`config.mk`:
```
export PLATFORM = sky130hd
export DESIGN_NAME = opt_timer
export DESIGN_NICKNAME = d
export VERILOG_FILES = /design/src/inc/opt_pkg.sv /design/src/hw/opt_timer.sv
export SDC_FILE = /design/constraint.sdc
export NUM_CORES = 1
export LEC_CHECK = 0
export ABC_AREA = 0
export BUFFER_PORTS_ARGS = -buffer_cell sky130_fd_sc_hd__buf_2
export CAP_MARGIN = 20
export CORE_ASPECT_RATIO = 0.7
export CORE_MARGIN = 10
export CORE_UTILIZATION = 53
export DETAILED_ROUTE_END_ITERATION = 12
export PLACE_DENSITY = 0.74
export RECOVER_POWER = 100
export SLEW_MARGIN = 20
export SYNTH_ARGS = -nofsm -noshare
export SYNTH_HDL_FRONTEND = slang
export SYNTH_SLANG_ARGS = --single-unit
```
`constraint.sdc`:
```
create_clock -name i_core_clk -period 4.1 [get_ports i_core_clk]
set_input_delay 1.025 -clock i_core_clk [delete_from_list [all_inputs] [get_ports i_core_clk]]
set_output_delay 1.025 -clock i_core_clk [all_outputs]
set_load 0.01 [all_outputs]
```
`src/inc/opt_pkg.sv`:
```
// package for the one-shot / pwm timer channel: register map, fields,
// reset values, divider and period constants.
// assumes a single 125 MHz core clock and an axi4-lite register master.
`default_nettype none
package opt_pkg;
  // ---------------------------------------------------------------------
  // register map (byte addresses)
  // ---------------------------------------------------------------------
  localparam int          ADDR_W      = 8;
  localparam logic [7:0]  OFF_CTRL    = 8'h00;
  localparam logic [7:0]  OFF_COUNT   = 8'h04;
  localparam logic [7:0]  OFF_STATUS  = 8'h08;
  localparam logic [7:0]  OFF_MASK    = 8'h0C;
  localparam logic [7:0]  OFF_GPIO    = 8'h10;
  localparam logic [31:0] COUNT_RDVAL = 32'h0000_0000;
  localparam logic [1:0]  RESP_OKAY   = 2'h0;
  localparam logic [1:0]  RESP_SLVERR = 2'h2;
  // ---------------------------------------------------------------------
  // fields and reset values
  // ---------------------------------------------------------------------
  localparam int          CTRL_W      = 11;
  localparam int          OS_START_B  = 1;
  localparam int          EV_ZERO_B   = 0;
  localparam int          EV_FALL_B   = 1;
  localparam logic [CTRL_W-1:0] CTRL_RST = 11'h000;
  localparam logic [15:0] RELOAD_RST  = 16'h0000;
  localparam logic [1:0]  MODE_ONESHOT = 2'h0;
  localparam logic [1:0]  MODE_PWM     = 2'h1;
  localparam logic [1:0]  CLK_DIV1   = 2'h0;
  localparam logic [1:0]  CLK_DIV8   = 2'h1;
  localparam logic [1:0]  CLK_DIV32  = 2'h2;
  localparam logic [1:0]  CLK_SUB32  = 2'h3;
  // ---------------------------------------------------------------------
  // dividers and pwm periods (in count clocks, minus one)
  // ---------------------------------------------------------------------
  localparam logic [4:0]  DIV8_LAST  = 5'h07;
  localparam logic [4:0]  DIV32_LAST = 5'h1F;
  localparam logic [15:0] PER16_TOP  = 16'hFFFE;
  localparam logic [15:0] PER8_TOP   = 16'h00FE;
  // control register layout, msb first
  typedef struct packed {
    logic       trig_fall;   // trigger on falling edge of pin
    logic       pulse_en;    // output pin carries the pulse
    logic       ovf_trig_en; // overflow of other timer triggers
    logic       ext_trig_en; // input pin triggers
    logic [1:0] clk_sel;
    logic       pwm8;
    logic [1:0] mode;
    logic       os_start;    // write-one pulse, reads zero
    logic       run;         // count start flag
  } opt_ctrl_t;
  typedef enum logic [1:0] {
    ST_HALT = 2'b00,
    ST_RUN  = 2'b01,
    ST_WAIT = 2'b11
  } opt_state_t;
endpackage
`default_nettype wire

```
`src/hw/opt_timer.sv`:
```
// one-shot and pwm timer channel with axi4-lite register slave.
// assumes one core clock; trigger pin and subclock pin are asynchronous
// and are synchronised here; the overflow input is on the core clock.
//
// Local design decisions: register access over AXI4-Lite and the placing of the registers.
`timescale 1ns/1ps
`default_nettype none
module opt_timer
  import opt_pkg::*;
(
  input  wire logic              i_core_clk,
  input  wire logic              i_rst_n,
  input  wire logic [ADDR_W-1:0] i_awaddr,
  input  wire logic              i_awvalid,
  output var  logic              o_awready,
  input  wire logic [31:0]       i_wdata,
  input  wire logic [3:0]        i_wstrb,
  input  wire logic              i_wvalid,
  output var  logic              o_wready,
  output var  logic [1:0]        o_bresp,
  output var  logic              o_bvalid,
  input  wire logic              i_bready,
  input  wire logic [ADDR_W-1:0] i_araddr,
  input  wire logic              i_arvalid,
  output var  logic              o_arready,
  output var  logic [31:0]       o_rdata,
  output var  logic [1:0]        o_rresp,
  output var  logic              o_rvalid,
  input  wire logic              i_rready,
  input  wire logic              i_trigger_input_pin,
  input  wire logic              i_subclock,
  input  wire logic              i_timer_ovf,
  output var  logic              o_pulse_output_pin,
  output var  logic              o_irq
);
  // ---------------------------------------------------------------------
  // helpers
  // ---------------------------------------------------------------------
  // byte-lane merge of a write into an old word
  function automatic logic [31:0] merge(input logic [31:0] old,
                                        input logic [31:0] nw,
                                        input logic [3:0]  be);
    logic [31:0] r;
    r = old;
    for (int b = 0; b < 4; b++) begin
      if (be[b]) begin
        r[8*b +: 8] = nw[8*b +: 8];
      end
    end
    return r;
  endfunction

  // ---------------------------------------------------------------------
  // state declarations
  // ---------------------------------------------------------------------
  opt_ctrl_t         ctrl_q;
  logic [15:0]       reload_q;
  logic [1:0]        sts_q;
  logic [1:0]        mask_q;
  logic              gpio_out_q;
  logic              os_sw_q;
  logic              aw_hold_q, w_hold_q;
  logic [ADDR_W-1:0] awaddr_q;
  logic [31:0]       wdata_q;
  logic [3:0]        wstrb_q;
  logic              awready_q, wready_q, bvalid_q, arready_q, rvalid_q;
  logic [1:0]        bresp_q, rresp_q;
  logic [31:0]       rdata_q;
  logic [1:0]        sy1_q, sy2_q, sy3_q, stab_q;
  logic [4:0]        div_q, sub_div_q;
  opt_state_t        state_q;
  logic [15:0]       cnt_q, per_q;
  logic [7:0]        pre_q, m_q;
  logic              out_q, pin_q, irq_q;
  logic [1:0]        ev_q;
  logic              wr_fire, cnt_wr;
  logic [31:0]       ctrl_wv, cnt_wv;
  logic              trig_edge, sub_edge, tick, trig_ev, sub_tick;
  logic [15:0]       width_v, top_v;

  // ---------------------------------------------------------------------
  // axi4-lite write channel
  // ---------------------------------------------------------------------
  // address and data are taken in either order; response after both
  assign wr_fire = aw_hold_q && w_hold_q && !bvalid_q;
  assign cnt_wr  = wr_fire && (awaddr_q == OFF_COUNT);
  assign ctrl_wv = merge({21'h0, ctrl_q}, wdata_q, wstrb_q);
  assign cnt_wv  = merge({16'h0, reload_q}, wdata_q, wstrb_q);

  always_ff @(posedge i_core_clk or negedge i_rst_n) begin
    if (!i_rst_n) begin
      aw_hold_q <= 1'b0;
      w_hold_q  <= 1'b0;
      awready_q <= 1'b1;
      wready_q  <= 1'b1;
      bvalid_q  <= 1'b0;
      bresp_q   <= RESP_OKAY;
      awaddr_q  <= 8'h00;
      wdata_q   <= 32'h0000_0000;
      wstrb_q   <= 4'h0;
    end else begin
      if (i_awvalid && awready_q) begin
        aw_hold_q <= 1'b1;
        awready_q <= 1'b0;
        awaddr_q  <= {i_awaddr[ADDR_W-1:2], 2'b00};
      end
      if (i_wvalid && wready_q) begin
        w_hold_q <= 1'b1;
        wready_q <= 1'b0;
        wdata_q  <= i_wdata;
        wstrb_q  <= i_wstrb;
      end
      if (wr_fire) begin
        aw_hold_q <= 1'b0;
        w_hold_q  <= 1'b0;
        bvalid_q  <= 1'b1;
        bresp_q   <= (awaddr_q > OFF_GPIO) ? RESP_SLVERR : RESP_OKAY;
      end
      // ready returns only after the response, one write at a time
      if (bvalid_q && i_bready) begin
        bvalid_q  <= 1'b0;
        awready_q <= 1'b1;
        wready_q  <= 1'b1;
      end
    end
  end

  // ---------------------------------------------------------------------
  // software registers
  // ---------------------------------------------------------------------
  // control, reload, mask and gpio; os_start is a one-cycle pulse
  always_ff @(posedge i_core_clk or negedge i_rst_n) begin
    if (!i_rst_n) begin
      ctrl_q     <= CTRL_RST;
      reload_q   <= RELOAD_RST;
      mask_q     <= 2'h0;
      gpio_out_q <= 1'b0;
      os_sw_q    <= 1'b0;
    end else begin
      os_sw_q <= wr_fire && (awaddr_q == OFF_CTRL) && ctrl_wv[OS_START_B];
      if (wr_fire && (awaddr_q == OFF_CTRL)) begin
        ctrl_q          <= ctrl_wv[CTRL_W-1:0];
        ctrl_q.os_start <= 1'b0;
      end
      // while running only the reload takes the value
      if (cnt_wr) begin
        reload_q <= cnt_wv[15:0];
      end
      // both mask bits sit in byte lane 0
      if (wr_fire && (awaddr_q == OFF_MASK) && wstrb_q[0]) begin
        mask_q <= wdata_q[1:0];
      end
      if (wr_fire && (awaddr_q == OFF_GPIO) && wstrb_q[0]) begin
        gpio_out_q <= wdata_q[0];
      end
    end
  end

  // status: sticky events, write one to clear, a new event beats the clear
  always_ff @(posedge i_core_clk or negedge i_rst_n) begin
    if (!i_rst_n) begin
      sts_q <= 2'h0;
      irq_q <= 1'b0;
    end else begin
      if (wr_fire && (awaddr_q == OFF_STATUS) && wstrb_q[0]) begin
        sts_q <= (sts_q & ~wdata_q[1:0]) | ev_q;
      end else begin
        sts_q <= sts_q | ev_q;
      end
      irq_q <= |(sts_q & mask_q);
    end
  end

  // ---------------------------------------------------------------------
  // axi4-lite read channel
  // ---------------------------------------------------------------------
  // one-cycle read latency; the count register hides the live count
  always_ff @(posedge i_core_clk or negedge i_rst_n) begin
    if (!i_rst_n) begin
      arready_q <= 1'b1;
      rvalid_q  <= 1'b0;
      rdata_q   <= 32'h0000_0000;
      rresp_q   <= RESP_OKAY;
    end else begin
      if (i_arvalid && arready_q) begin
        arready_q <= 1'b0;
        rvalid_q  <= 1'b1;
        rresp_q   <= RESP_OKAY;
        case ({i_araddr[ADDR_W-1:2], 2'b00})
          OFF_CTRL:   rdata_q <= {21'h0, ctrl_q};
          OFF_COUNT:  rdata_q <= COUNT_RDVAL;
          OFF_STATUS: rdata_q <= {29'h0, state_q != ST_HALT, sts_q};
          OFF_MASK:   rdata_q <= {30'h0, mask_q};
          OFF_GPIO:   rdata_q <= {30'h0, stab_q[0], gpio_out_q};
          default: begin
            rdata_q <= 32'h0000_0000;
            rresp_q <= RESP_SLVERR;
          end
        endcase
      end
      if (rvalid_q && i_rready) begin
        rvalid_q  <= 1'b0;
        arready_q <= 1'b1;
      end
    end
  end

  // ---------------------------------------------------------------------
  // pin synchronisers and count clock
  // ---------------------------------------------------------------------
  // three stages; a level counts once stages two and three agree
  always_ff @(posedge i_core_clk or negedge i_rst_n) begin
    if (!i_rst_n) begin
      sy1_q  <= 2'h0;
      sy2_q  <= 2'h0;
      sy3_q  <= 2'h0;
      stab_q <= 2'h0;
    end else begin
      sy1_q <= {i_subclock, i_trigger_input_pin};
      sy2_q <= sy1_q;
      sy3_q <= sy2_q;
      for (int k = 0; k < 2; k++) begin
        if (sy2_q[k] == sy3_q[k]) begin
          stab_q[k] <= sy3_q[k];
        end
      end
    end
  end

  // edges are seen where the agreed level is about to change
  assign trig_edge = (sy2_q[0] == sy3_q[0]) && (sy3_q[0] != stab_q[0])
                     && (sy3_q[0] != ctrl_q.trig_fall);
  assign sub_edge  = (sy2_q[1] == sy3_q[1]) && sy3_q[1] && !stab_q[1];

  // free prescaler for sysclk/8 and /32, edge counter for subclock/32
  always_ff @(posedge i_core_clk or negedge i_rst_n) begin
    if (!i_rst_n) begin
      div_q     <= 5'h00;
      sub_div_q <= 5'h00;
    end else begin
      div_q <= div_q + 5'h01;
      if (sub_edge) begin
        sub_div_q <= sub_div_q + 5'h01;
      end
    end
  end

  // selected_count_clock as a one-cycle enable
  always_comb begin
    case (ctrl_q.clk_sel)
      CLK_DIV1:  tick = 1'b1;
      CLK_DIV8:  tick = (div_q[2:0] == DIV8_LAST[2:0]);
      CLK_DIV32: tick = (div_q == DIV32_LAST);
      CLK_SUB32: tick = sub_edge && (sub_div_q == DIV32_LAST);
      default:   tick = 1'b0;
    endcase
  end

  // ---------------------------------------------------------------------
  // counter engine
  // ---------------------------------------------------------------------
  // trigger sources: pin edge or overflow of the other timer
  assign trig_ev  = (ctrl_q.ext_trig_en && trig_edge)
                    || (ctrl_q.ovf_trig_en && i_timer_ovf);
  // pwm counts in units of (m+1) count clocks
  assign sub_tick = tick && (pre_q == 8'h00);
  assign width_v  = ctrl_q.pwm8 ? {8'h00, reload_q[15:8]} : reload_q;
  assign top_v    = ctrl_q.pwm8 ? PER8_TOP : PER16_TOP;

  always_ff @(posedge i_core_clk or negedge i_rst_n) begin
    if (!i_rst_n) begin
      state_q <= ST_HALT;
      cnt_q   <= 16'h0000;
      per_q   <= 16'h0000;
      pre_q   <= 8'h00;
      m_q     <= 8'h00;
      out_q   <= 1'b0;
      ev_q    <= 2'h0;
    end else begin
      ev_q <= 2'h0;
      if (!ctrl_q.run) begin
        // clearing the run flag stops either mode
        state_q <= ST_HALT;
        out_q   <= 1'b0;
        if (cnt_wr) begin
          cnt_q <= cnt_wv[15:0];
        end
      end else if (ctrl_q.mode == MODE_ONESHOT) begin
        case (state_q)
          ST_RUN: begin
            if (trig_ev || os_sw_q) begin
              cnt_q <= reload_q;
            end else if (tick && cnt_q <= 16'h0001) begin
              cnt_q   <= reload_q;
              out_q   <= 1'b0;
              state_q <= ST_HALT;
              ev_q[EV_ZERO_B] <= 1'b1;
            end else if (tick) begin
              cnt_q <= cnt_q - 16'h0001;
            end
          end
          default: begin
            state_q <= ST_HALT;
            if (trig_ev || os_sw_q) begin
              cnt_q   <= reload_q;
              out_q   <= 1'b1;      // pulse of n count clocks
              state_q <= ST_RUN;
            end else if (cnt_wr) begin
              cnt_q <= cnt_wv[15:0];
            end
          end
        endcase
      end else begin
        case (state_q)
          ST_RUN: begin
            // triggers are not looked at here
            if (sub_tick) begin
              pre_q <= m_q;
              if (per_q == 16'h0000) begin
                // next period, reload at the rising edge
                per_q <= top_v;
                cnt_q <= width_v;
                m_q   <= ctrl_q.pwm8 ? reload_q[7:0] : 8'h00;
                pre_q <= ctrl_q.pwm8 ? reload_q[7:0] : 8'h00;
                out_q <= (width_v != 16'h0000);
                if (out_q && width_v == 16'h0000) begin
                  ev_q[EV_FALL_B] <= 1'b1;
                end
              end else begin
                per_q <= per_q - 16'h0001;
                if (cnt_q != 16'h0000) begin
                  cnt_q <= cnt_q - 16'h0001;
                end
                if (cnt_q == 16'h0001) begin
                  out_q <= 1'b0;
                  ev_q[EV_FALL_B] <= 1'b1;
                end
              end
            end else if (tick) begin
              pre_q <= pre_q - 8'h01;
            end
          end
          default: begin
            // without a trigger source the run flag alone starts
            state_q <= ST_WAIT;
            if (trig_ev || !(ctrl_q.ext_trig_en || ctrl_q.ovf_trig_en)) begin
              state_q <= ST_RUN;
              per_q   <= top_v;
              cnt_q   <= width_v;
              m_q     <= ctrl_q.pwm8 ? reload_q[7:0] : 8'h00;
              pre_q   <= ctrl_q.pwm8 ? reload_q[7:0] : 8'h00;
              out_q   <= (width_v != 16'h0000);
            end
          end
        endcase
      end
    end
  end

  // output pin: pulse or gpio in one-shot, always pulse in pwm
  always_ff @(posedge i_core_clk or negedge i_rst_n) begin
    if (!i_rst_n) begin
      pin_q <= 1'b0;
    end else begin
      pin_q <= (ctrl_q.pulse_en || ctrl_q.mode == MODE_PWM) ? out_q
               : gpio_out_q;
    end
  end

  assign o_awready          = awready_q;
  assign o_wready           = wready_q;
  assign o_bvalid           = bvalid_q;
  assign o_bresp            = bresp_q;
  assign o_arready          = arready_q;
  assign o_rvalid           = rvalid_q;
  assign o_rdata            = rdata_q;
  assign o_rresp            = rresp_q;
  assign o_pulse_output_pin = pin_q;
  assign o_irq              = irq_q;

  // ---------------------------------------------------------------------
  // assertions
  // ---------------------------------------------------------------------
  a_oneshot_zero_irq: assert property (@(posedge i_core_clk)
    disable iff (!i_rst_n)
    (ctrl_q.run && ctrl_q.mode == MODE_ONESHOT && state_q == ST_RUN
     && !trig_ev && !os_sw_q && tick && cnt_q <= 16'h0001)
    |=> ev_q[EV_ZERO_B] ##1 sts_q[EV_ZERO_B])
    else $error("one-shot zero did not raise status");
  a_oneshot_halt: assert property (@(posedge i_core_clk)
    disable iff (!i_rst_n)
    (ctrl_q.run && ctrl_q.mode == MODE_ONESHOT && state_q == ST_RUN
     && !trig_ev && !os_sw_q && tick && cnt_q <= 16'h0001)
    |=> state_q == ST_HALT && !out_q && cnt_q == $past(reload_q))
    else $error("one-shot did not reload and halt at zero");
  a_oneshot_retrig: assert property (@(posedge i_core_clk)
    disable iff (!i_rst_n)
    (ctrl_q.run && ctrl_q.mode == MODE_ONESHOT && state_q == ST_RUN
     && trig_ev) |=> cnt_q == $past(reload_q) && state_q == ST_RUN)
    else $error("retrigger did not reload the counter");
  a_run_clear: assert property (@(posedge i_core_clk)
    disable iff (!i_rst_n)
    !ctrl_q.run |=> state_q == ST_HALT ##1 !pin_q || !ctrl_q.pulse_en)
    else $error("cleared run flag did not stop the counter");
  a_halted_write: assert property (@(posedge i_core_clk)
    disable iff (!i_rst_n)
    (cnt_wr && state_q == ST_HALT && !trig_ev && !os_sw_q
     && ctrl_q.mode == MODE_ONESHOT) |=> cnt_q == reload_q)
    else $error("halted write missed the counter");
  a_count_read: assert property (@(posedge i_core_clk)
    disable iff (!i_rst_n)
    (i_arvalid && arready_q && i_araddr == OFF_COUNT)
    |=> rvalid_q && rdata_q == COUNT_RDVAL)
    else $error("count read returned live state");
  a_pwm_no_trig: assert property (@(posedge i_core_clk)
    disable iff (!i_rst_n)
    (ctrl_q.run && ctrl_q.mode == MODE_PWM && state_q == ST_RUN
     && trig_ev && !tick) |=> $stable(cnt_q) && $stable(per_q))
    else $error("pwm counter moved on a trigger");
  a_pwm_fall_irq: assert property (@(posedge i_core_clk)
    disable iff (!i_rst_n)
    (ctrl_q.run && $past(ctrl_q.run) && ctrl_q.mode == MODE_PWM
     && $fell(out_q)) |-> ev_q[EV_FALL_B])
    else $error("pwm falling edge gave no interrupt event");
  a_pwm_wrap: assert property (@(posedge i_core_clk)
    disable iff (!i_rst_n)
    (ctrl_q.run && ctrl_q.mode == MODE_PWM && state_q == ST_RUN
     && sub_tick && per_q == 16'h0000)
    |=> per_q == $past(top_v) && cnt_q == $past(width_v))
    else $error("pwm period did not restart at its top");
  a_tick_undiv: assert property (@(posedge i_core_clk)
    disable iff (!i_rst_n)
    ctrl_q.clk_sel == CLK_DIV1 |-> tick)
    else $error("undivided count clock missed a cycle");
  a_irq_level: assert property (@(posedge i_core_clk)
    disable iff (!i_rst_n)
    |(sts_q & mask_q) |=> o_irq)
    else $error("unmasked status did not raise interrupt");
endmodule
`default_nettype wire

```
### After elaboration in Yosys (flattened, before gate mapping)

Index checks and enable logic that the tools add are counted.

| storage, ports and cells | value |
|---|---|
| register bits after elaboration | 172 |
| bits of input ports | 62 |
| output and inout bits | 43 |

| operators by class | value |
|---|---|
| add/sub/neg operators | 5 |
| $lt $le $gt $ge | 2 |
| equal/unequal tests | 34 |
| muxes and demuxes | 80 |
| bitwise logic cells | 6 |
| reductions and logical operators | 60 |

Operator list:

| operator | number |
|---|---|
| $mux 16 | 19 |
| $mux 8 | 10 |
| $pmux 11 s4 | 1 |
| $mux 1 | 37 |
| $logic_not 16->1 | 2 |
| $reduce_bool 16->1 | 2 |
| $sub 16x1->16 const B | 2 |
| $logic_and 1x1->1 | 26 |
| $eq 6x2->1 const B | 4 |
| $mux 2 | 12 |
| $eq 16x1->1 const B | 1 |
| $le 16x1->1 const B | 1 |
| $logic_not 8->1 | 2 |
| $reduce_bool 2->1 | 8 |
| $eq 6x1->1 const B | 2 |
| $eq 6x3->1 const B | 2 |
| $ne 3x3->1 const B | 4 |
| $reduce_and 4->1 | 3 |
| $add 5x1->5 const B | 2 |
| $eq 5x5->1 const B | 2 |
| $ne 5x5->1 const B | 2 |
| $gt 8x5->1 const B | 1 |
| $ne 4x2->1 const B | 2 |
| $ne 4x4->1 const B | 2 |
| 23 further kinds | 38 |

### Depth between registers and ports, before layout

Gate-level depths: netlist (run 1).

| logic depth | value |
|---|---|
| depth after elaboration | 11 |
| gate-level depth with buffers | 12 |
| mapped depth without buffers | 10 |

### Least setup slack after synthesis (run 1)

OpenSTA, ideal clock, no wires.

| timing | value |
|---|---|
| path type | input -> register |
| from | input i_timer_ovf |
| to | register cnt_q[10] |
| setup time | 0.126 ns |
| arrival time | 2.403 ns |
| path slack | 1.571 ns |
| stages | 8 |
| cells stage by stage | a21oi_1 and2_1 clkbuf_1 nand3_1 and3_1 buf_6 nor2b_1 a221o_1 |

| between the ends | value |
|---|---|
| longest elaborated chain between the ends | 7 |
| elaborated cells on any way between the ends | 12 |
| those cells by class | eq/ne: 2; mux: 5; reduce/logical: 5 |

RTL lines:

| item | RTL line | RTL |
|---|---|---|
| start, declared | opt_timer.sv:32 | `input wire logic i_timer_ovf,` |
| $logic_and 1x1->1 * | opt_timer.sv:264 | `\|\| (ctrl_q.ovf_trig_en && i_timer_ovf);` |
| $logic_or 1x1->1 * | opt_timer.sv:264 |  |
| $logic_or 1x1->1 | opt_timer.sv:291, opt_timer.sv:304 |  |
| $mux 16, on equally long branches | opt_timer.sv:304, opt_timer.sv:291 |  |
| $mux 16 | opt_timer.sv:289 | `case (state_q)` |
| $mux 16 | opt_timer.sv:288 | `end else if (ctrl_q.mode == MODE_ONESHOT) begin` |
| $mux 16 | opt_timer.sv:281 | `if (!ctrl_q.run) begin` |
| end signal, assigned | opt_timer.sv:286 | `cnt_q <= cnt_wv[15:0];` |
| end signal, assigned | opt_timer.sv:292 | `cnt_q <= reload_q;` |
| end signal, assigned | opt_timer.sv:305 | `cnt_q <= reload_q;` |
| end, declared | opt_timer.sv:72 | `logic [15:0] cnt_q, per_q;` |

Every way passes the cells marked *; elsewhere a longest branch is shown, timed or not.
A chain may end at the register's enable or synchronous reset.

### Final worst setup path (run 1)

| timing | value |
|---|---|
| from | register pre_q[0] |
| to | register cnt_q[12] |

| between the ends | value |
|---|---|
| longest elaborated chain between the ends | 4 |

RTL lines:

| item | RTL line | RTL |
|---|---|---|
| start, declared | opt_timer.sv:73 | `logic [7:0] pre_q, m_q;` |
| start signal, assigned | opt_timer.sv:318 | `pre_q <= m_q;` |
| start signal, assigned | opt_timer.sv:324 | `pre_q <= ctrl_q.pwm8 ? reload_q[7:0] : 8'h00;` |
| start signal, assigned | opt_timer.sv:340 | `pre_q <= pre_q - 8'h01;` |
| $logic_not 8->1 | opt_timer.sv:266 | `assign sub_tick = tick && (pre_q == 8'h00);` |
| $logic_and 1x1->1 | opt_timer.sv:266 |  |
| $ne 4x4->1 (no source line) | - |  |
| $reduce_and 4->1 (no source line) | - |  |
| end signal, assigned | opt_timer.sv:286 |  |
| end signal, assigned | opt_timer.sv:292 |  |
| end signal, assigned | opt_timer.sv:294 | `cnt_q <= reload_q;` |

Every way passes these cells.

==> results of run 1 <==
[power breakdown]
group / internal (mW) / switching (mW) / total (mW)
registers: 1.85 / 0.570 / 2.42
logic: 0.886 / 1.21 / 2.10
clock network: 1.03 / 0.647 / 1.68
total: 3.77 / 2.43 / 6.19
[cells in the mapped netlist, types with 4 or more instances]
| master | number |
|---|---|
| dfrtp_1 | 146 |
| nand2_1 | 83 |
| nor2_1 | 68 |
| mux2_2 | 56 |
| o21ai_0 | 56 |
| a21oi_1 | 34 |
| buf_4 | 26 |
| inv_1 | 25 |
| mux2i_1 | 23 |
| clkbuf_1 | 19 |
| nor3_1 | 18 |
| a31oi_1 | 17 |
| nand3_1 | 17 |
| a22o_1 | 14 |
| a21o_1 | 12 |
| o211ai_1 | 12 |
| ha_1 | 11 |
| a221oi_1 | 9 |
| nor4_1 | 9 |
| and3_1 | 7 |
| nor2b_1 | 7 |
| o221ai_1 | 7 |
| buf_2 | 6 |
| o21a_1 | 6 |
| o22ai_1 | 6 |
| xnor2_1 | 6 |
| xor2_1 | 6 |
| nand2b_1 | 5 |
| o21ai_1 | 5 |
| o22a_1 | 5 |
| a21boi_0 | 4 |
| and2_1 | 4 |
| nand4_1 | 4 |
| o21ai_2 | 4 |
[metrics by stage]
step | cell area [µm²] | hold WS [ns] | power [mW]
after floorplan | 8080 | 0.331 | 3.82
after global placement | 8410 | 0.333 | 4.42
after detailed placement | 8410 | 0.336 | 4.47
after CTS | 9040 | 0.350 | 6.17
after global routing | 8960 | 0.355 | 6.54
final | 8960 | 0.349 | 6.19
[layer usage]
| layer | up-vias | track usage | share of wire |
|---|---|---|---|
| met5 | - | 0 | 0 |
| met4 | 0 | 0.0427 | 0.0070 |
| met3 | 20 | 0.0696 | 0.093 |
| met2 | 293 | 0.290 | 0.42 |
| met1 | 3145 | 0.291 | 0.48 |
| li1 | 3050 | - | - |
[logic make-up after synthesis]
logic type      Yosys count  synth area share
buf+inv                  80            0.0527
flops                   149             0.467
fa+ha+maj                12            0.0185
compound gates          225             0.190
simple gates            243             0.149
xor+xnor                 12            0.0131
mux                      80             0.109
other cells               1          0.000469
[flip-flops by register name, summed over array words and instances, names as in the netlist, 2 cells and up]
signal / cells
ev_q: 2
o_rdata: 11
stab_q: 2
sub_div_q: 5
cnt_q: 16
wstrb_q: 2
sy2_q: 2
div_q: 5
wdata_q: 16
sy3_q: 2
awaddr_q: 6
ctrl_q: 10
mask_q: 2
sy1_q: 2
state_q: 2
pre_q: 8
m_q: 8
reload_q: 16
sts_q: 2
per_q: 16
[critical path: cells and delay by family, from the launching register on]
family                   cells  cell delay [ns]
AND/OR/NAND/NOR              4             1.66
adder cells (fa/ha/maj)      1             0.21
buffers and inverters        2             0.45
AO/OA/AOI/OAI                3             0.62
flip-flops                   1             0.40
[worst min-delay path by stage]
stage	start	to	slack, ns	depth (start not counted)
CTS	sy1_q[0]	sy2_q[0]	0.35	0
detailed placement	sy1_q[0]	sy2_q[0]	0.34	0
global route	sy1_q[0]	sy2_q[0]	0.36	0
finish	sy1_q[0]	sy2_q[0]	0.35	0
global placement	sy1_q[0]	sy2_q[0]	0.33	0
floorplan	sy1_q[0]	sy2_q[0]	0.33	0
[cell type report]
class                   instances  area [µm²]
fillers                      1226        5760
multi-input cells             595        3920
flip-flops and latches        149        3730
clock buffers                  19         433
repair buffers                 74         345
well taps                     195         244
clock inverters                13         194
inverters                      25        93.8
[cells in the final DEF (no fill, tap or decap), types with 7 or more instances in the layout]
cell / count
nor2b_1: 7
nor4_1: 9
nor2_1: 68
a21oi_1: 34
and3_1: 7
a221oi_1: 9
buf_2: 38
clkbuf_1: 32
clkbuf_16: 17
o21ai_0: 57
nand2_1: 83
mux2i_1: 23
inv_1: 25
nand3_1: 17
a21o_1: 12
a22o_1: 14
ha_1: 11
o211ai_1: 12
o221ai_1: 7
nor3_1: 18
conb_1: 23
mux2_2: 54
dfrtp_1: 146
a31oi_1: 17
==> summary.md, run 1 <==
| Metric | Value |
|---|---|
| Setup TNS | 0 ns |
| R2r worst-path depth | 10 |
| Antenna violations before repair | 0 |
| Max Cap Violations | 2 |
| TritonCTS clock tree | done |
| Slowest stage delay, CP | 0.83 ns |
| Sink Count | 149 |
| H-Tree Depth | 4 |
| Drt first pass iters | 6 |
| Count of antenna diodes in the layout | 0 |
| ANT nets after route | 0 |
| Die Span Y | 123 µm |
| CTS resizes | 0 |
| Final #Nets | 935 |
| Final setup viols | 0 |
| Fraction of layout instances using a drive strength above 1 | 0.162 |
| P&R area growth vs syn | 12.1% |
| Leakage | 4.03 nW |
| RSZ-0062 raised after global routing | no |
| Failing checks | max-capacitance violations, max-slew violations |
| CP cell instances | inv_1 > ha_1 > or4b_4 > nor4_4 > o21ai_2 > a21oi_1 > and3_1 > clkbuf_1 > nand2_1 > a22o_1 |
| Yosys top cell by area | dfrtp_1 |
| Via Count | 6508 |
| Dpl cells | 1038 |
| DRC viols | 0 |
| IO Port Bufs | 59 |
| Clk pin slew, worst setup/hold paths | 0.06 ns |
| Effective utilization at floorplan | 0.543 |
| Post-layout min period | 3.46 ns |
| Ports | 105 |
| Skew final | 0.00668 ns |
| Avg Synthesized Cell Area | 9.97 µm² |
| Gr usage total | 0.203 |
| Yosys top cell area share | 0.457 |
| TritonCTS Buffers | 17 |
| Number of post-CTS setup repair buffers | 0 |
| Crit Reg-Reg Endpoint | cnt_q[12] |
| WL/cell | 19.6 µm |
| Tightest Pin Transition | 1.99 ns |
| Pins Over Slew Limit | 80 |
| Die X | 167 µm |
| # rows | 37 |
| Synth Instances | 802 |
| Slew HR | -0.324 |
| Reg2Reg Setup Slack | 0.64 ns |
| Warnings, synthesis | 0 |
| Setup crit end | cnt_q[12] |
| Hold_buf cts | 0 |
| Pwr dens | 691 mW/mm² |
| Global-route wire length before repair | 33800 µm |
| CP Data Arrival Time | 3.76 ns |
| Largest cells by area after synthesis | dfrtp_1 46%, mux2_2 7.9%, nand2_1 3.9% |
| Sequential fraction of the synthesis area | 0.467 |
| Final Hold Viols | 0 |
| Largest net degree at the start of global routing | 80 |
| Vias in the first global route | 6221 |
| Mapped Area | 0.00800 mm² |
| Fmax | 0.289 GHz |
| PnR worst setup slack | 0.644 ns |
| Max clock buf depth | 2 |
| CP Launch Type | flip-flop |
| Final worst-path cycle share | 0.843 |
| Post-route insts no fill | 1070 |
| Synth async-reset ratio | 1.00 |
| CP Data Required Time | 4.41 ns |
| Reg-to-reg critical path startpoint | pre_q[0] |
| Crit. Startpoint | pre_q[0] |
| Run status | finished, violations left |
| Dpl hpwl | 14700 µm |
| Slowest CP cell | and3_1 |
| GRT overflow | 0 |
| DRT Wirelength | 20900 µm |
| Pre-CTS setup slack | 0.829 ns |
| Post-synth cell types | 74 |
| Die Area | 0.0205 mm² |
| Clock root cell | clkbuf_16 |
| CP max FO | 26 |
| Crit path kind | flip-flop to flip-flop |
| DRC violation total after the first TritonRoute iteration | 825 |
| GP Congestion | 0.978 |
| Worst-Skew Late Latency | 0.42 ns |
| Via/cell ratio | 6.08 |
| Core area | 0.0147 mm² |
| Post-synth EDFFs | 0 |
| #FFs+latches synth | 149 |
| CP endpoint kind | flip-flop |
| Primary FF master, synth | dfrtp_1 |
| Worst VDD drop | 402 µV |
| Utilization after layout | 0.609 |
| Hold crit path type | flip-flop to flip-flop |
No activity file was read; power rests on OpenSTA's default activity.
==> run 2: changes to the inputs <==
--- a/config.mk
+++ b/config.mk
@@ -12,7 +12,7 @@
 export CORE_MARGIN = 10
 export CORE_UTILIZATION = 53
 export DETAILED_ROUTE_END_ITERATION = 12
-export PLACE_DENSITY = 0.74
+export PLACE_DENSITY = 0.77
 export RECOVER_POWER = 100
 export SLEW_MARGIN = 20
 export SYNTH_ARGS = -nofsm -noshare
==> constraint.sdc (replaced) <==
create_clock -name i_core_clk -period 2.8 [get_ports i_core_clk]
set_input_delay 0.7 -clock i_core_clk [delete_from_list [all_inputs] [get_ports i_core_clk]]
set_output_delay 0.7 -clock i_core_clk [all_outputs]
set_load 0.01 [all_outputs]
==> run 2 against run 1 <==
- the run still ends with max-capacitance violations, max-slew violations left
- sequential cell count unchanged
- worst setup slack worse by 0.54 ns
- count of clock-buffer cells in the layout down 2
- largest cell class unchanged
- sequential share of layout area down 1.1 points
- total power up 50%
- register-to-register slack worse by 0.54 ns
- critical path type unchanged
- via count up 4.4%
- cell count up 2.9%
- core utilization up 1.6 points
- critical endpoint is now cnt_q[9]
==> summary.md, run 2 (synthesized netlist as in run 1, its figures left out) <==
| Metric | Value |
|---|---|
| Run status | finished, violations left |
| Failing checks | max-capacitance violations, max-slew violations |
| Hold_buf cts | 0 (unchanged) |
| Slowest CP cell | nor3_1 |
| Die X | 167 µm (unchanged) |
| Cell area after layout | 0.00920 mm² (+2.7%) |
| Clk pin slew, worst setup/hold paths | 0.07 ns (about the same) |
| Sink Count | 149 (unchanged) |
| Pre-CTS setup slack | 0.0347 ns (-0.794 ns) |
| Worst-Skew Late Latency | 0.43 ns (about the same) |
| IO Port Bufs | 59 (unchanged) |
| Tightest Pin Transition | 1.72 ns (-0.266 ns) |
| Gr usage total | 0.209 (+0.00673) |
| PnR worst setup slack | 0.102 ns (-0.542 ns) |
| Slew HR | -0.147 (+0.178) |
| RSZ-0062 raised after global routing | no |
| GP Congestion | 0.982 (+0.42%) |
| DRC violation total after the first TritonRoute iteration | 807 (-2.2%) |
| Via Count | 6794 (+4.4%) |
| Utilization after layout | 0.625 (+0.0161) |
| Fmax | 0.371 GHz (+28%) |
| Final #Nets | 966 (+3.3%) |
| Final Hold Viols | 0 (unchanged) |
| Net switching power | 3.71 mW (+53%) |
| Pwr dens | 1010 mW/mm² (+46%) |
| Logic pwr share | 0.363 (+0.024) |
| Int Pwr | 5.58 mW (+48%) |
| Vias in the first global route | 6524 (+4.9%) |
| Effective utilization at floorplan | 0.543 (unchanged) |
| Filler Cell Count | 1211 (-1.2%) |
| DRT Wirelength | 21500 µm (+2.8%) |
| Dpl hpwl | 15500 µm (+5.6%) |
| Worst VDD drop | 647 µV (+61%) |
| Sequential power share | 0.375 (-0.016) |
| Core area | 0.0147 mm² (unchanged) |
| Max clock buf depth | 2 (unchanged) |
| Crit path kind | flip-flop to flip-flop |
| Post-DP Area | 0.00868 mm² (+3.2%) |
| CP endpoint kind | flip-flop |
| CP Data Arrival Time | 3.02 ns (-0.74 ns) |
| CP Data Required Time | 3.12 ns (-1.29 ns) |
| CP max FO | 8 (-69%) |
| Commonest non-fill, non-tap cell in the layout | dfrtp_1 |
| Crit-path most repeated cell | o21ai_2 |
| Largest net degree at the start of global routing | 69 (-14%) |
| GRT overflow | 0 (unchanged) |
| H-Tree Depth | 4 (unchanged) |
| Ports | 105 (unchanged) |
| Post-layout min period | 2.70 ns (-0.758 ns) |
| Reg-to-reg critical path startpoint | per_q[6] |
| WL/cell | 19.6 µm (about the same) |
| Drt first pass iters | 5 (-1) |
| Hold crit path type | flip-flop to flip-flop |
| Pins Over Slew Limit | 69 (-14%) |
| P&R area growth vs syn | 15.1% |
| Clock root cell | clkbuf_16 |
| CP cell instances | nor3_1 > nand3_1 > o21ai_2 > clkbuf_4 > o21ai_2 > buf_4 > a22oi_1 > o211ai_1 > a22o_1 |
| Via/cell ratio | 6.17 (+1.5%) |
| Hold Path Origin | sy1_q[0] |
| Number of post-CTS setup repair buffers | 0 (unchanged) |
| Antenna violations before repair | 0 (unchanged) |
| CP Launch Type | flip-flop |
| CTS resizes | 0 (unchanged) |
| Die Span Y | 123 µm (unchanged) |
| Die Area | 0.0205 mm² (unchanged) |
| DRC viols | 0 (unchanged) |
| Net Sw Frac | 0.400 (+0.00729) |
| Final setup viols | 0 (unchanged) |
| # rows | 37 (unchanged) |
| Fraction of layout instances using a drive strength above 1 | 0.200 (+0.0375) |
| Setup TNS | 0 ns (unchanged) |
| Final worst-path cycle share | 0.964 (+0.121) |
| Global-route wire length before repair | 35300 µm (+4.3%) |
| Skew final | 0.0146 ns (+0.00797 ns) |
| Leakage | 4.18 nW (+3.8%) |
| Most frequent cells in the layout | 146 x dfrtp_1, 83 x nand2_1, 68 x nor2_1 |
| Clk network pwr share | 0.262 (-0.009) |
| ANT nets after route | 0 (unchanged) |
| Count of antenna diodes in the layout | 0 (unchanged) |
| Slowest stage delay, CP | 0.50 ns (-0.33 ns) |
| TritonCTS clock tree | done |
| Crit. Startpoint | per_q[6] |
| TritonCTS Buffers | 17 (unchanged) |
| Max Cap Violations | 1 (-1) |
-- run 2: cell types whose count changed in the layout (fill, tap and decap cells not counted), moves of 3 or more --
cell	previous run	this run
clkbuf_2	1	5
clkbuf_1	32	28
clkbuf_4	0	3
buf_4	5	30
inv_8	0	5
-- run 2: cell type report --
type | count | area, µm² | share of cell area
clock buffers | 17 | 425 | 0.0462
clock inverters | 15 | 201 | 0.0219
multi-input cells | 595 | 3920 | 0.426
repair buffers | 105 | 588 | 0.0639
inverters | 25 | 93.8 | 0.0102
well taps | 195 | 244 | 0.0265
flip-flops and latches | 149 | 3730 | 0.406
-- run 2: worst paths after layout --
path / slack, ns / end / cells after the start
max: 0.10 / cnt_q[9] / 9
min: 0.36 / sy2_q[0] / 0
max reg2reg: 0.10 / cnt_q[9] / 9
min reg2reg: 0.36 / sy2_q[0] / 0
max in group asynchronous: 0.54 / pre_q[4] / 2
min in group asynchronous: 0.72 / sub_div_q[2] / 1
-- run 2: through the flow --
stage	hold slack (ns)	power, mW	cells
global placement	0.336	6.73	1069
finish	0.356	9.29	1101
global route	0.362	9.80	1101
floorplan	0.331	5.59	824
detailed placement	0.337	6.81	1069
CTS	0.298	9.27	1101
-- run 2: critical path, delay by kind of cell, from the launching register on --
family / cells / cell delay (ns)
compound gates: 5 / 0.89
buf+inv: 2 / 0.42
flops: 1 / 0.44
simple gates: 2 / 0.83
-- run 2: power groups by stage --
stage	registers (mW)	logic, mW	clock network, mW
after CTS	3.47	3.34	2.46
after global routing	3.57	3.68	2.55
after global placement	3.47	3.26	0
after floorplan	3.20	2.39	0
after detailed placement	3.50	3.31	0
final	3.49	3.38	2.43
-- run 2: metal layers --
metal | wire [µm] | track usage
met4 | 274 | 0.0542
met2 | 8960 | 0.301
met5 | 0 | 0
met3 | 2290 | 0.0521
met1 | 10000 | 0.308
